$ cat config.mk
export PLATFORM = sky130hd
export DESIGN_NAME = mcih_top
export DESIGN_NICKNAME = d
export VERILOG_FILES = /design/src/common/mcih_pkg.sv /design/src/mcih_top.sv
export SDC_FILE = /design/constraint.sdc
export NUM_CORES = 1
export LEC_CHECK = 0
export BUFFER_PORTS_ARGS = -buffer_cell sky130_fd_sc_hd__buf_2
export CAP_MARGIN = 10
export CORE_MARGIN = 2
export CORE_UTILIZATION = 60
export CTS_CLUSTER_DIAMETER = 40
export DETAILED_ROUTE_END_ITERATION = 7
export PLACE_DENSITY_LB_ADDON = 0.12
export SLEW_MARGIN = 20
export SYNTH_ARGS = -nofsm -noshare
export SYNTH_HDL_FRONTEND = slang
export SYNTH_SLANG_ARGS = --single-unit
$ cat constraint.sdc
create_clock -name i_clk_sys -period 9.7 [get_ports i_clk_sys]
set_clock_uncertainty 0.2 [all_clocks]
set_input_delay 1.455 -clock i_clk_sys [delete_from_list [all_inputs] [get_ports i_clk_sys]]
set_output_delay 1.455 -clock i_clk_sys [all_outputs]
set_load 0.02 [all_outputs]
$ cat src/common/mcih_pkg.sv
package mcih_pkg;
  // timing
  localparam int CLK_PERIOD_NS = 25;
  localparam int REPLY_TIMEOUT_NS = 5000000;
  localparam int REPLY_TIMEOUT_CYC = REPLY_TIMEOUT_NS / CLK_PERIOD_NS;
  // frame layout, bit positions counted from frame sync
  localparam logic [4:0] DATA_BITS = 5'h14;
  localparam logic [4:0] LAST_DATA_POS = 5'h13;
  localparam logic [4:0] LAST_FRAME_POS = 5'h17;
  localparam logic [19:0] DRIVE_FIXED_MASK = 20'h00FFF;
  localparam logic [19:0] DRIVE_MON_MASK = 20'hFF000;
  localparam logic [19:0] CHECK_MASK = 20'hFF040;
  // message codes
  localparam logic [3:0] SLAVE_ADDR_NIB = 4'hA;
  localparam logic [3:0] CMD_IDENT_NIB = 4'h0;
  localparam logic [3:0] CMD_PROG_NIB = 4'h1;
  localparam logic [7:0] HDR_WR_A = 8'h43;
  localparam logic [7:0] HDR_WR_B = 8'h47;
  localparam logic [7:0] HDR_RD_A = 8'h40;
  localparam logic [7:0] HDR_RD_B = 8'h44;
  localparam logic [7:0] IDENT_ADDR_BYTE = 8'hA0;
  localparam logic [7:0] READ_REPLY_ADDR = 8'hA1;
  localparam logic [1:0] IDENT_PREFIX = 2'h1;
  // arbitrary value, not a real part code
  localparam logic [5:0] DESIGN_CODE_DEFAULT = 6'h2A;
  localparam logic [1:0] AUX_PAD = 2'h3;
  localparam logic [1:0] END_FRAMES = 2'h2;
  localparam logic [1:0] REPLY_BYTES = 2'h2;
  localparam logic [1:0] STRAP_WAIT = 2'h3;
  localparam logic [2:0] IDX_DATA = 3'h3;
  localparam int FIFO_DEPTH = 4;
  localparam int BYTE_W = 8;

  typedef struct packed {
    logic [7:0] mon;
    logic [3:0] l1;
    logic mr;
    logic mx;
    logic [5:0] aux;
  } mcih_frame_s;

  typedef enum logic [2:0] {TX_IDLE, TX_SEND, TX_GAP, TX_EOM1, TX_EOM2} mcih_tx_e;
  typedef enum logic [1:0] {CMD_NONE, CMD_IDENT, CMD_PROG} mcih_cmd_e;
endpackage

$ cat src/mcih_top.sv
`timescale 1ns/1ps

////////////////////////////////////////////////////////////////////////////////
module mcih_fifo #(
  parameter int WIDTH = 8,
  parameter int DEPTH = 4
) (
  // clock and reset
  input wire logic i_clk_sys,
  input wire logic i_resetn,
  // fill side
  input wire logic i_in_valid,
  input wire logic [WIDTH-1:0] i_in_data,
  output logic o_in_ready,
  // drain side
  output logic o_out_valid,
  output logic [WIDTH-1:0] o_out_data,
  input wire logic i_out_ready
);
  localparam int AW = (DEPTH > 1) ? $clog2(DEPTH) : 1;
  localparam logic [AW:0] FULL = (AW+1)'(DEPTH);
  localparam logic [AW-1:0] LAST = AW'(DEPTH - 1);
  logic [WIDTH-1:0] mem [DEPTH];
  logic [AW-1:0] wr_ptr;
  logic [AW-1:0] rd_ptr;
  logic [AW:0] count;
  wire push = i_in_valid && o_in_ready;
  wire pop = o_out_valid && i_out_ready;
  wire [AW:0] next_count = count + (AW+1)'(push) - (AW+1)'(pop);
  assign o_out_valid = count != '0;
  assign o_out_data = mem[rd_ptr];

  always_ff @(posedge i_clk_sys or negedge i_resetn)
  begin
    if (!i_resetn)
    begin
      wr_ptr <= '0;
      rd_ptr <= '0;
      count <= '0;
      o_in_ready <= 1'b0;
    end
    else
    begin
      if (push)
        wr_ptr <= (wr_ptr == LAST) ? '0 : wr_ptr + 1'b1;
      if (pop)
        rd_ptr <= (rd_ptr == LAST) ? '0 : rd_ptr + 1'b1;
      count <= next_count;
      o_in_ready <= next_count != FULL;
    end
  end

  always_ff @(posedge i_clk_sys)
  begin
    if (push)
      mem[wr_ptr] <= i_in_data;
  end
endmodule

////////////////////////////////////////////////////////////////////////////////
module mcih_top #(
  parameter int REPLY_TIMEOUT_CYC = mcih_pkg::REPLY_TIMEOUT_CYC,
  parameter logic [5:0] DESIGN_CODE = mcih_pkg::DESIGN_CODE_DEFAULT
) (
  // clock and reset
  input wire logic i_clk_sys,
  input wire logic i_resetn,
  // serial bus pins
  input wire logic i_bit_clk,
  input wire logic i_fsync,
  input wire logic i_dd,
  input wire logic i_du,
  output logic o_du,
  output logic o_du_oe,
  // configuration strap
  input wire logic i_slave_strap,
  output logic o_slave_mode,
  // transmit byte stream
  input wire logic i_tx_valid,
  input wire logic [7:0] i_tx_data,
  output logic o_tx_ready,
  // control channel control
  input wire logic i_tx_handshake_ctrl,
  input wire logic i_rx_handshake_ctrl,
  input wire logic i_ctl_chan_irq_enable,
  input wire logic i_rx_irq_enable,
  input wire logic i_reply_timeout_enable,
  // control channel status
  output logic [7:0] o_ctl_chan_rx_byte,
  output logic o_data_received_irq,
  output logic o_end_of_reception_irq,
  output logic o_data_acked_irq,
  output logic o_transfer_abort_irq,
  output logic o_tx_active_flag,
  // command/indication codes
  input wire logic [3:0] i_l1_code_tx,
  input wire logic [5:0] i_aux_code_tx,
  input wire logic i_aux_code_width_sel,
  output logic [3:0] o_l1_code_rx,
  output logic [5:0] o_aux_code_rx,
  output logic o_code_change_irq,
  output logic o_aux_change_irq,
  // slave register access
  output logic o_reg_wr,
  output logic [6:0] o_reg_addr,
  output logic [7:0] o_reg_wdata,
  input wire logic [7:0] i_reg_rdata
);
  localparam int TW = $clog2(REPLY_TIMEOUT_CYC + 1);
  localparam logic [TW-1:0] TMR_LAST = TW'(REPLY_TIMEOUT_CYC - 1);

  //////////////////////////////////////////////////////////////////////////////
  // pin synchronisers and bit timing
  logic [1:0] bclk_sy;
  logic bclk_d;
  logic [1:0] fs_sy;
  logic [1:0] dd_sy;
  logic [1:0] du_sy;
  logic [1:0] strap_sy;
  logic [4:0] bit_pos;
  logic [19:0] rx_sh;
  logic fd;
  logic coll;
  wire rise = bclk_sy[1] && !bclk_d;
  wire [4:0] cur_pos = fs_sy[1] ? 5'h00 :
                       (bit_pos == mcih_pkg::LAST_FRAME_POS) ? bit_pos : bit_pos + 5'h01;
  wire [4:0] nxt_pos = (cur_pos == mcih_pkg::LAST_FRAME_POS) ? 5'h00 : cur_pos + 5'h01;
  wire cur_in = cur_pos < mcih_pkg::DATA_BITS;
  wire nxt_in = nxt_pos < mcih_pkg::DATA_BITS;
  wire [4:0] cur_idx = mcih_pkg::LAST_DATA_POS - cur_pos;
  wire [4:0] nxt_idx = mcih_pkg::LAST_DATA_POS - nxt_pos;
  mcih_pkg::mcih_frame_s rx_w;
  mcih_pkg::mcih_frame_s tx_w;
  logic [19:0] drive_mask;
  assign rx_w = rx_sh;

  always_ff @(posedge i_clk_sys or negedge i_resetn)
  begin
    if (!i_resetn)
    begin
      bclk_sy <= 2'h0;
      bclk_d <= 1'b0;
      fs_sy <= 2'h0;
      dd_sy <= 2'h3;
      du_sy <= 2'h3;
      strap_sy <= 2'h0;
    end
    else
    begin
      bclk_sy <= {bclk_sy[0], i_bit_clk};
      bclk_d <= bclk_sy[1];
      fs_sy <= {fs_sy[0], i_fsync};
      dd_sy <= {dd_sy[0], i_dd};
      du_sy <= {du_sy[0], i_du};
      strap_sy <= {strap_sy[0], i_slave_strap};
    end
  end

  always_ff @(posedge i_clk_sys or negedge i_resetn)
  begin
    if (!i_resetn)
    begin
      bit_pos <= mcih_pkg::LAST_FRAME_POS;
      rx_sh <= 20'hFFFFF;
      fd <= 1'b0;
      o_du <= 1'b1;
      o_du_oe <= 1'b0;
      coll <= 1'b0;
    end
    else
    begin
      fd <= rise && (cur_pos == mcih_pkg::LAST_DATA_POS);
      if (rise)
      begin
        bit_pos <= cur_pos;
        if (cur_in)
          rx_sh <= {rx_sh[18:0], dd_sy[1]};
        if (cur_in && o_du_oe && mcih_pkg::CHECK_MASK[cur_idx] && du_sy[1] != o_du)
          coll <= 1'b1;
        o_du <= nxt_in ? tx_w[nxt_idx] : 1'b1;
        o_du_oe <= nxt_in && drive_mask[nxt_idx];
      end
      else if (fd)
        coll <= 1'b0;
    end
  end

  //////////////////////////////////////////////////////////////////////////////
  // mode strap, sampled for three clocks after reset release, then held
  logic [1:0] strap_cnt;
  always_ff @(posedge i_clk_sys or negedge i_resetn)
  begin
    if (!i_resetn)
    begin
      strap_cnt <= 2'h0;
      o_slave_mode <= 1'b0;
    end
    else if (strap_cnt != mcih_pkg::STRAP_WAIT)
    begin
      strap_cnt <= strap_cnt + 2'h1;
      o_slave_mode <= strap_sy[1];
    end
  end
  wire slave = o_slave_mode;

  //////////////////////////////////////////////////////////////////////////////
  // receive side of the control channel
  logic prev_mx;
  logic [7:0] prev_mon;
  logic pend;
  logic rx_act;
  logic ack_gap;
  logic [1:0] mx_hi;
  logic [1:0] ab_cnt;
  logic [2:0] rx_idx;
  wire rx_ctrl = slave || i_rx_handshake_ctrl;
  wire mx_fall = prev_mx && !rx_w.mx;
  wire rx_err = fd && mx_fall && pend;
  wire rx_end = fd && rx_w.mx && mx_hi == (mcih_pkg::END_FRAMES - 2'h1) && (rx_act || pend);
  wire acc = fd && pend && !rx_w.mx && !prev_mx && rx_w.mon == prev_mon
             && (!rx_act || rx_ctrl);
  wire mr_out = !(rx_act && rx_ctrl && !ack_gap && ab_cnt == 2'h0);

  always_ff @(posedge i_clk_sys or negedge i_resetn)
  begin
    if (!i_resetn)
    begin
      prev_mx <= 1'b1;
      prev_mon <= 8'hFF;
      pend <= 1'b0;
      rx_act <= 1'b0;
      ack_gap <= 1'b0;
      mx_hi <= 2'h0;
      ab_cnt <= 2'h0;
      rx_idx <= 3'h0;
    end
    else if (fd)
    begin
      prev_mx <= rx_w.mx;
      prev_mon <= rx_w.mon;
      mx_hi <= !rx_w.mx ? 2'h0 : (mx_hi == mcih_pkg::END_FRAMES) ? mx_hi : mx_hi + 2'h1;
      pend <= (rx_err || rx_end) ? 1'b0 : mx_fall ? 1'b1 : acc ? 1'b0 : pend;
      rx_act <= (rx_err || rx_end) ? 1'b0 : acc ? 1'b1 : rx_act;
      ack_gap <= acc && rx_act;
      ab_cnt <= rx_err ? mcih_pkg::END_FRAMES : (ab_cnt != 2'h0) ? ab_cnt - 2'h1 : 2'h0;
      rx_idx <= (rx_err || rx_end) ? 3'h0 :
                (acc && rx_idx != mcih_pkg::IDX_DATA) ? rx_idx + 3'h1 : rx_idx;
    end
  end

  always_ff @(posedge i_clk_sys or negedge i_resetn)
  begin
    if (!i_resetn)
    begin
      o_ctl_chan_rx_byte <= 8'h00;
      o_data_received_irq <= 1'b0;
      o_end_of_reception_irq <= 1'b0;
    end
    else
    begin
      if (acc)
        o_ctl_chan_rx_byte <= rx_w.mon;
      o_data_received_irq <= acc && i_rx_irq_enable;
      o_end_of_reception_irq <= (rx_end || rx_err) && i_ctl_chan_irq_enable;
    end
  end

  //////////////////////////////////////////////////////////////////////////////
  // slave command decoding and reply generation
  mcih_pkg::mcih_cmd_e cmd;
  logic hdr_wr;
  logic hdr_rd;
  logic [1:0] rep_cnt;
  logic rep_id;
  logic fifo_in_ready;
  logic fifo_ov;
  logic [7:0] fifo_od;
  logic pop;
  wire sacc = acc && slave;
  wire [7:0] b = rx_w.mon;
  wire is_wr_hdr = b == mcih_pkg::HDR_WR_A || b == mcih_pkg::HDR_WR_B;
  wire is_rd_hdr = b == mcih_pkg::HDR_RD_A || b == mcih_pkg::HDR_RD_B;
  wire rep_v = rep_cnt != 2'h0;
  wire [7:0] rep_b = (rep_cnt == mcih_pkg::REPLY_BYTES) ?
                     (rep_id ? mcih_pkg::IDENT_ADDR_BYTE : mcih_pkg::READ_REPLY_ADDR) :
                     (rep_id ? {mcih_pkg::IDENT_PREFIX, DESIGN_CODE} : i_reg_rdata);
  wire in_v = slave ? rep_v : i_tx_valid;
  wire [7:0] in_d = slave ? rep_b : i_tx_data;

  always_ff @(posedge i_clk_sys or negedge i_resetn)
  begin
    if (!i_resetn)
    begin
      cmd <= mcih_pkg::CMD_NONE;
      hdr_wr <= 1'b0;
      hdr_rd <= 1'b0;
      rep_cnt <= 2'h0;
      rep_id <= 1'b0;
      o_reg_wr <= 1'b0;
      o_reg_addr <= 7'h00;
      o_reg_wdata <= 8'h00;
    end
    else
    begin
      o_reg_wr <= sacc && rx_idx == mcih_pkg::IDX_DATA && cmd == mcih_pkg::CMD_PROG
                  && hdr_wr && !hdr_rd;
      if (o_reg_wr)
        o_reg_addr <= o_reg_addr + 7'h01;
      if (rep_v && fifo_in_ready)
        rep_cnt <= rep_cnt - 2'h1;
      if (sacc)
        case (rx_idx)
          3'h0:
          begin
            cmd <= (b[7:4] != mcih_pkg::SLAVE_ADDR_NIB) ? mcih_pkg::CMD_NONE :
                   (b[3:0] == mcih_pkg::CMD_IDENT_NIB) ? mcih_pkg::CMD_IDENT :
                   (b[3:0] == mcih_pkg::CMD_PROG_NIB) ? mcih_pkg::CMD_PROG : mcih_pkg::CMD_NONE;
            hdr_wr <= 1'b0;
            hdr_rd <= 1'b0;
          end
          3'h1:
          begin
            if (cmd == mcih_pkg::CMD_IDENT)
            begin
              rep_cnt <= mcih_pkg::REPLY_BYTES;
              rep_id <= 1'b1;
            end
            hdr_wr <= is_wr_hdr;
            hdr_rd <= is_rd_hdr;
          end
          3'h2:
          begin
            o_reg_addr <= b[6:0];
            if (cmd == mcih_pkg::CMD_PROG && (hdr_rd || b[7]))
            begin
              hdr_rd <= 1'b1;
              rep_cnt <= mcih_pkg::REPLY_BYTES;
              rep_id <= 1'b0;
            end
          end
          default:
            o_reg_wdata <= b;
        endcase
    end
  end

  mcih_fifo #(.WIDTH(mcih_pkg::BYTE_W), .DEPTH(mcih_pkg::FIFO_DEPTH)) u_fifo (
    .i_clk_sys(i_clk_sys),
    .i_resetn(i_resetn),
    .i_in_valid(in_v),
    .i_in_data(in_d),
    .o_in_ready(fifo_in_ready),
    .o_out_valid(fifo_ov),
    .o_out_data(fifo_od),
    .i_out_ready(pop)
  );
  assign o_tx_ready = fifo_in_ready;

  //////////////////////////////////////////////////////////////////////////////
  // transmit side of the control channel
  mcih_pkg::mcih_tx_e tx_state;
  mcih_pkg::mcih_tx_e next_tx_state;
  logic [7:0] tx_byte;
  logic acked;
  logic mr_seen;
  logic prev_mr;
  logic [TW-1:0] tmr;
  wire tx_more = slave ? (fifo_ov || rep_v) : i_tx_handshake_ctrl;
  wire busy = tx_state == mcih_pkg::TX_SEND || tx_state == mcih_pkg::TX_GAP;
  wire tmr_run = tx_state == mcih_pkg::TX_SEND && !acked;
  wire tmr_exp = tmr == TMR_LAST;
  wire ack = tx_state == mcih_pkg::TX_SEND && !acked && !rx_w.mr && (!mr_seen || prev_mr);
  wire mr_abort = busy && mr_seen && rx_w.mr && prev_mr;
  wire mr_err = tx_state == mcih_pkg::TX_GAP && prev_mr && !rx_w.mr;
  wire tmo = tmr_run && tmr_exp && i_reply_timeout_enable;
  wire tx_abort = fd && busy && (mr_abort || mr_err || coll || tmo);
  wire start = tx_state == mcih_pkg::TX_IDLE && tx_more && fifo_ov;
  wire next_byte = tx_state == mcih_pkg::TX_SEND && acked && !tx_abort && fifo_ov && tx_more;
  assign pop = fd && (start || next_byte);

  always_comb
  begin
    next_tx_state = tx_state;
    case (tx_state)
      mcih_pkg::TX_IDLE:
        if (start)
          next_tx_state = mcih_pkg::TX_SEND;
      mcih_pkg::TX_SEND:
        if (tx_abort || (acked && !tx_more))
          next_tx_state = mcih_pkg::TX_EOM1;
        else if (next_byte)
          next_tx_state = mcih_pkg::TX_GAP;
      mcih_pkg::TX_GAP:
        next_tx_state = tx_abort ? mcih_pkg::TX_EOM1 : mcih_pkg::TX_SEND;
      mcih_pkg::TX_EOM1:
        next_tx_state = mcih_pkg::TX_EOM2;
      default:
        next_tx_state = mcih_pkg::TX_IDLE;
    endcase
  end

  always_ff @(posedge i_clk_sys or negedge i_resetn)
  begin
    if (!i_resetn)
    begin
      tx_state <= mcih_pkg::TX_IDLE;
      tx_byte <= 8'hFF;
      acked <= 1'b0;
      mr_seen <= 1'b0;
      prev_mr <= 1'b1;
    end
    else if (fd)
    begin
      tx_state <= next_tx_state;
      prev_mr <= rx_w.mr;
      if (pop)
        tx_byte <= fifo_od;
      acked <= (next_tx_state == mcih_pkg::TX_SEND) && (acked || ack) && !pop;
      mr_seen <= start ? 1'b0 : (busy && !rx_w.mr) ? 1'b1 : mr_seen;
    end
  end

  always_ff @(posedge i_clk_sys or negedge i_resetn)
  begin
    if (!i_resetn)
      tmr <= '0;
    else if (!tmr_run || (fd && ack))
      tmr <= '0;
    else if (!tmr_exp)
      tmr <= tmr + 1'b1;
  end

  always_ff @(posedge i_clk_sys or negedge i_resetn)
  begin
    if (!i_resetn)
    begin
      o_data_acked_irq <= 1'b0;
      o_transfer_abort_irq <= 1'b0;
      o_tx_active_flag <= 1'b0;
    end
    else
    begin
      o_data_acked_irq <= fd && ack && !tx_abort && i_ctl_chan_irq_enable;
      o_transfer_abort_irq <= tx_abort && i_ctl_chan_irq_enable;
      o_tx_active_flag <= next_tx_state != mcih_pkg::TX_IDLE || tx_state != mcih_pkg::TX_IDLE;
    end
  end

  assign tx_w.mon = tx_byte;
  assign tx_w.l1 = i_l1_code_tx;
  assign tx_w.mr = mr_out;
  assign tx_w.mx = tx_state != mcih_pkg::TX_SEND;
  assign tx_w.aux = i_aux_code_width_sel ? i_aux_code_tx :
                    {mcih_pkg::AUX_PAD, i_aux_code_tx[3:0]};
  assign drive_mask = mcih_pkg::DRIVE_FIXED_MASK |
                      ((tx_state != mcih_pkg::TX_IDLE) ? mcih_pkg::DRIVE_MON_MASK : 20'h00000);

  //////////////////////////////////////////////////////////////////////////////
  // command/indication channels
  logic [3:0] l1_last;
  wire [5:0] aux_mask = i_aux_code_width_sel ? 6'h3F : 6'h0F;
  wire l1_new = fd && rx_w.l1 == l1_last && rx_w.l1 != o_l1_code_rx;
  wire aux_new = fd && ((rx_w.aux ^ o_aux_code_rx) & aux_mask) != 6'h00;

  always_ff @(posedge i_clk_sys or negedge i_resetn)
  begin
    if (!i_resetn)
    begin
      l1_last <= 4'hF;
      o_l1_code_rx <= 4'hF;
      o_aux_code_rx <= 6'h3F;
      o_code_change_irq <= 1'b0;
      o_aux_change_irq <= 1'b0;
    end
    else
    begin
      if (fd)
      begin
        l1_last <= rx_w.l1;
        o_aux_code_rx <= rx_w.aux;
      end
      if (l1_new)
        o_l1_code_rx <= rx_w.l1;
      o_code_change_irq <= l1_new;
      o_aux_change_irq <= aux_new;
    end
  end
endmodule

==> impl_results.md, run 1 <==
- Status: complete, no violations
- Post-synth EDFFs: 32
- Tot GR Track Use: 23.9%
- Clk pin slew, worst setup/hold paths: 70 ps
- Largest net degree at the start of global routing: 86
- Syn nets: 837
- Placer congestion estimate: 0.840
- RSZ-0062 raised after global routing: no
- Clk_lat worst skew: 440 ps
- Cell taking the most area after synthesis: dfrtp_1
- Std-Cell Rows: 44
- F_max: 0.247 GHz
- Worst setup SP type: flop
- First-pass GRT wire length: 30.5 mm
- Fin worst setup slack: 5650 ps
- Clock Tree Root: clkbuf_16
- Max_slew headroom: 30.9%
- Final hold viol count: 0
- Pwr Density: 197 nW/um2
- Commonest non-fill, non-tap cell in the layout: dfrtp_1
- Worst-case clock buffer depth: 2
- Cell count after synthesis: 770
- Synth top area share: 25.9%
- DRT Wirelength: 17.9 mm
- DR pass1 iterations: 5
- Gr ovfl total: 0
- Final ANT Viol Nets: 0
- Setup TNS: 0 ps
- Final #Nets: 913
- Worst hold margin: 153 ps
- Synthesis Warnings: 0
- Pre-CTS worst setup slack: 5540 ps
- Sequential fraction of the synthesis area: 54.4%
- Setup bufs post-CTS: 0
- CORE AREA: 14600 um2
- DR iter-0 viols: 338
- Via Count: 5997
- Power, Total: 0.00199 W
- HPWL Detailed: 12.1 mm
- Share of cells above drive strength 1: 28.5%
- Initial antenna violation count: 0
- Critical path's slowest cell: dfstp_2
- Synth Cell Area: 8990 um2
- Leak Pwr: 4.54 nW
- Slew Limit Fails: 0
- CP max stage delay: 580 ps
- Vias in the first global route: 6235
- CTS tree: done
- Cts hold-fix bufs: 0
- Top delay family on crit path: simple AND/OR/NAND/NOR gates
- Period minus WS final: 4050 ps
- Share of synthesized flip-flops with an asynchronous set or reset: 82.8%
- Residual DRC: 0
- Crit path kind: reg -> reg
- CTS buffer count: 17
- Die H: 126 um
- Final period util: 41.8%
- Crit path DAT: 4220 ps
- Max VDD drop: 0.154 mV
- Die width: 126 um
- Commonest non-fill, non-tap cells in the layout: 93 x dfrtp_1, 87 x nand2_1, 83 x buf_2
- Die Area: 16000 um2
- Total of max-cap violations: 0
- Worst-margin pin slew: 1030 ps
- CTS Sinks: 186
- Worst Path Buf+Inv: 2
- Initial Util: 61.6%
- Ranking of synthesized cells by area: dfrtp_1 26%, dfstp_2 18%, edfxtp_1 11%, mux2_2 4.1%, mux2_1 4.0%
- Critical path required time: 9860 ps
- Post-DR wirelength/cell: 17.1 um
- H-tree depth: 4
- Hold Crit Class: reg -> reg
- Top-Level Pins: 85
- CP Cell Sequence: ha_1 > and4b_4 > mux2i_4 > inv_6 > ha_1 > nand4bb_1 > mux2i_4 > nor2_2 > inv_1 > ha_1 > xnor2_4 > o21ai_2 > or4_1 > o211ai_2
- CP endpoint kind: flop
- Synth unique cells: 81
- Mapped Avg Cell Area: 11.7 um2
- Post_cts resized: 0
- Final setup fails: 0
- Yosys reg bits: 186
- Via/cell ratio: 5.75
- Synth-to-Final Area Change: 12.5%
- Crit-path max FO: 10
- ANT cells: 0
- Post-synth top flop: dfrtp_1
- Input/output buffers: 84
- Final Util: 69.3%
- Most common cell on crit path: ha_1
-- kinds of logic after synthesis --
logic type                 synth area share (%)
AOI/OAI and AO/OA                          7.25
xor gates and xnor gates                   5.28
buffers and inverters                      3.02
adders and majority gates                  3.84
muxes                                      12.0
DFF                                        54.4
and+or+nand+nor                            14.2
-- metal layers --
layer	vias to the layer above	wire length (um)	global-route usage (%)
met5	-	0	0
met4	0	276	7.69
met3	25	927	5.95
met2	151	8650	38.7
met1	2987	8020	32.0
li1	2834	-	-
-- worst register-to-register path, delay by kind of cell, from the launching register on --
family	cells	cell delay (ps)
AOI/OAI and AO/OA	2	150
xor gates and xnor gates	1	230
adders and majority gates	3	820
buffers and inverters	2	240
DFF	1	580
muxes	2	550
and+or+nand+nor	4	1200
-- worst paths after layout --
kind                             from                     to  slack (ps)  cells after the start
max                        bit_pos[0]                   o_du        5650                     14
min                          fs_sy[0]               fs_sy[1]         150                      0
max reg2reg                bit_pos[0]                   o_du        5650                     14
min reg2reg                  fs_sy[0]               fs_sy[1]         150                      0
max in group asynchronous    i_resetn  o_ctl_chan_rx_byte[6]        7350                      2
min in group asynchronous    i_resetn               fs_sy[0]         810                      1
-- power breakdown --
group	internal [W]	total [W]	switching (W)	leakage (nW)
registers	0.000917	0.00101	0.0000936	2.11
logic	0.000130	0.000298	0.000167	2.14
clock network	0.000367	0.000680	0.000313	0.285
-- area by class of cell --
type	instances	area, um2
Tap cell	184	230
Fill cell	1044	4480
Inverter	36	140
Clock inverter	14	138
Multi-Input combinational cell	519	3820
Timing Repair Buffer	86	445
Clock buffer	18	439
Sequential cell	186	4890
-- sequential cells by signal, summed over array words and instances, names as in the netlist, 3 cells and up --
| name | flops |
|---|---|
| rx_sh | 20 |
| l1_last | 4 |
| o_aux_code_rx | 6 |
| u_fifo.count | 3 |
| rx_idx | 3 |
| o_ctl_chan_rx_byte | 8 |
| prev_mon | 8 |
| o_reg_wdata | 8 |
| bit_pos | 5 |
| tmr | 18 |
| tx_byte | 8 |
| o_reg_addr | 7 |
| o_l1_code_rx | 4 |
| u_fifo.mem | 32 |
| tx_state | 3 |
-- through the flow --
stage	instance area, um2	std cells
after floorplan	8990	770
after global placement	9530	1011
after detailed placement	9530	1011
after CTS	10100	1043
after global routing	10100	1043
final	10100	1043
-- synth_stat cells, types with 5 or more instances --
cell / instances
and3_1: 14
clkbuf_1: 18
o21ai_0: 29
nand3_1: 19
xor2_1: 35
dfstp_2: 61
xnor2_1: 16
inv_1: 32
nand2_1: 87
mux4_2: 8
nor3_1: 10
edfxtp_1: 32
mux2i_1: 8
mux2_2: 33
nor2b_1: 8
dfrtp_1: 93
nor2_1: 63
and2_1: 6
a21oi_1: 24
buf_2: 6
o31ai_1: 5
ha_1: 26
mux2_1: 32
(Power assumes the default switching activity.)
==> run 2: changes to the inputs <==
clock period = 3.8 ns   (was 9.7 ns; I/O delays follow)
==> run 2 against run 1 <==
Net effect:
- clock power rose to 2.5 times the previous value
- setup slack worse by 5500 ps
- flip-flop and latch count unchanged
- highest routed layer unchanged
- via count up 1.1%
- critical endpoint unchanged
- global-route usage down 0.83 points
==> impl_results.md, run 2 (synthesized netlist as in run 1, its figures left out) <==
- DR pass1 iterations: 5
- Post-DR wirelength/cell: 16.7 um
- Hold Startpoint: i_du
- Synth-to-Final Area Change: 13.8%
- CP Cell Sequence: ha_2 > and4b_4 > nand2_1 > a21oi_2 > ha_2 > nand4b_1 > mux2i_4 > o21ba_2 > mux2i_2 > ha_2 > xnor2_4 > o21ai_2 > or4_1 > o211ai_2
- DR iter-0 viols: 369
- ANT cells: 0
- Crit path kind: reg -> reg
- Initial Util: 61.6%
- Flop2flop setup slack: 140 ps
- Crit-path max FO: 6
- Inst Count DP: 1020
- CP max stage delay: 570 ps
- Die Area: 16000 um2
- Gr ovfl total: 0
- WHS Endpoint: du_sy[0]
- Worst setup SP type: flop
- Tot GR Track Use: 23.1%
- Period minus WS final: 3660 ps
- First-pass GRT wire length: 29.6 mm
- Finished Layout Cells: 1056
- Commonest non-fill, non-tap cells in the layout: 93 x dfrtp_1, 87 x nand2_1, 83 x buf_2
- Critical R2R Launch: bit_pos[0]
- Met1 Wirelength: 8.12 mm
- Placed standard-cell area: 9600 um2
- Top Metal Used: met4
- Via Count: 6061
- HPWL Detailed: 12.1 mm
- WL met2: 8.48 mm
- Final Instance Area: 10200 um2
- Clk pin slew, worst setup/hold paths: 70 ps
- Top-Level Pins: 85
- CTS Sinks: 186
- Largest register FFs: 32
- DRT Wirelength: 17.6 mm
- Final setup fails: 0
- H-tree depth: 4
- CP Launch Point: bit_pos[0]
- F_max: 0.273 GHz
- Multi-input logic area: 3850 um2
- Hold Crit Class: in -> reg
- Share of cells above drive strength 1: 30.2%
- CTS tree: done
- R2R depth: 14
- Fill cell count: 1031
- Pre-CTS worst setup slack: -53.6 ps
- Cts hold-fix bufs: 0
- Worst-case clock buffer depth: 2
- Final #Nets: 926
- Initial antenna violation count: 0
- Via/cell ratio: 5.74
- Fin worst setup slack: 140 ps
- Residual DRC: 0
- Critical path's slowest cell: dfstp_2
- Input/output buffers: 84
- Clk_lat worst skew: 430 ps
- Reg area: 4890 um2
- Commonest non-fill, non-tap cell in the layout: dfrtp_1
- Worst Path Buf+Inv: 0
- Final ANT Viol Nets: 0
- Most common cell on crit path: ha_2
- Leak Pwr: 4.59 nW
- CORE AREA: 14600 um2
- Status: complete, no violations
- Largest Register: u_fifo.mem
- Worst-margin pin slew: 898 ps
- CTS buffer count: 17
- Vias in the first global route: 6023
- Clock Tree Root: clkbuf_16
- Slew Limit Fails: 0
- Final hold viol count: 0
- Met3 WL: 672 um
- Std-Cell Rows: 44
- Total of max-cap violations: 0
- Die H: 126 um
- Final period util: 96.3%
- Die width: 126 um
- Critical R2R Capture: o_du
- Max VDD drop: 0.355 mV
- Crit path DAT: 3810 ps
- Max_slew headroom: 40.1%
- Pwr Density: 497 nW/um2
- Largest net degree at the start of global routing: 102
- Placer congestion estimate: 0.867
- Top delay family on crit path: simple AND/OR/NAND/NOR gates
- CP endpoint kind: flop
- Final Util: 70.1%
- Critical path required time: 3950 ps
- Hold Crit Depth: 1
- Largest regs: u_fifo.mem x32, rx_sh x20, tmr x18
## run 2: how the worst max path moves through the flow
stage	end	slack [ps]	depth (start not counted)
floorplan	o_du	90	14
global placement	o_du	110	14
detailed placement	o_du	-50	14
CTS	o_du	10	14
global route	o_du	-30	14
finish	o_du	140	14
## run 2: repair_timing
item | in CTS | in global routing
setup buffers | 0 | 4
gates resized for setup | 4 | 4
pin swaps | 0 | 3
endpoints found under the setup margin | 1 | 1
## run 2: final cells by class
cell class,count,share of cell area (%)
repair buffers,99,5.27
clock inverters,13,1.40
multi-input cells,519,37.6
clock buffers,19,4.23
flip-flops and latches,186,47.8
inverters,36,1.37
well taps,184,2.25
## run 2: per-layer routing
layer / up-vias / GRT usage (%)
li1: 2869 / -
met1: 3021 / 31.8
met2: 147 / 37.3
met3: 24 / 4.56
met4: 0 / 7.30
met5: - / 0
## run 2: per-stage QoR
step / setup TNS [ps] / power [W] / hold WS [ps]
floorplan: 0 / 0.00309 / 74.4
global placement: 0 / 0.00332 / 134
detailed placement: -53.6 / 0.00338 / 136
CTS: 0 / 0.00513 / 21.6
global route: -25.3 / 0.00535 / 25.0
finish: 0 / 0.00509 / 40.9
## run 2: where the power goes
group | switching, W | leakage (nW) | internal, W
clock | 0.000756 | 0.280 | 0.000977
combinational | 0.000439 | 2.19 | 0.000347
sequential | 0.000225 | 2.11 | 0.00234
total | 0.00142 | 4.59 | 0.00366
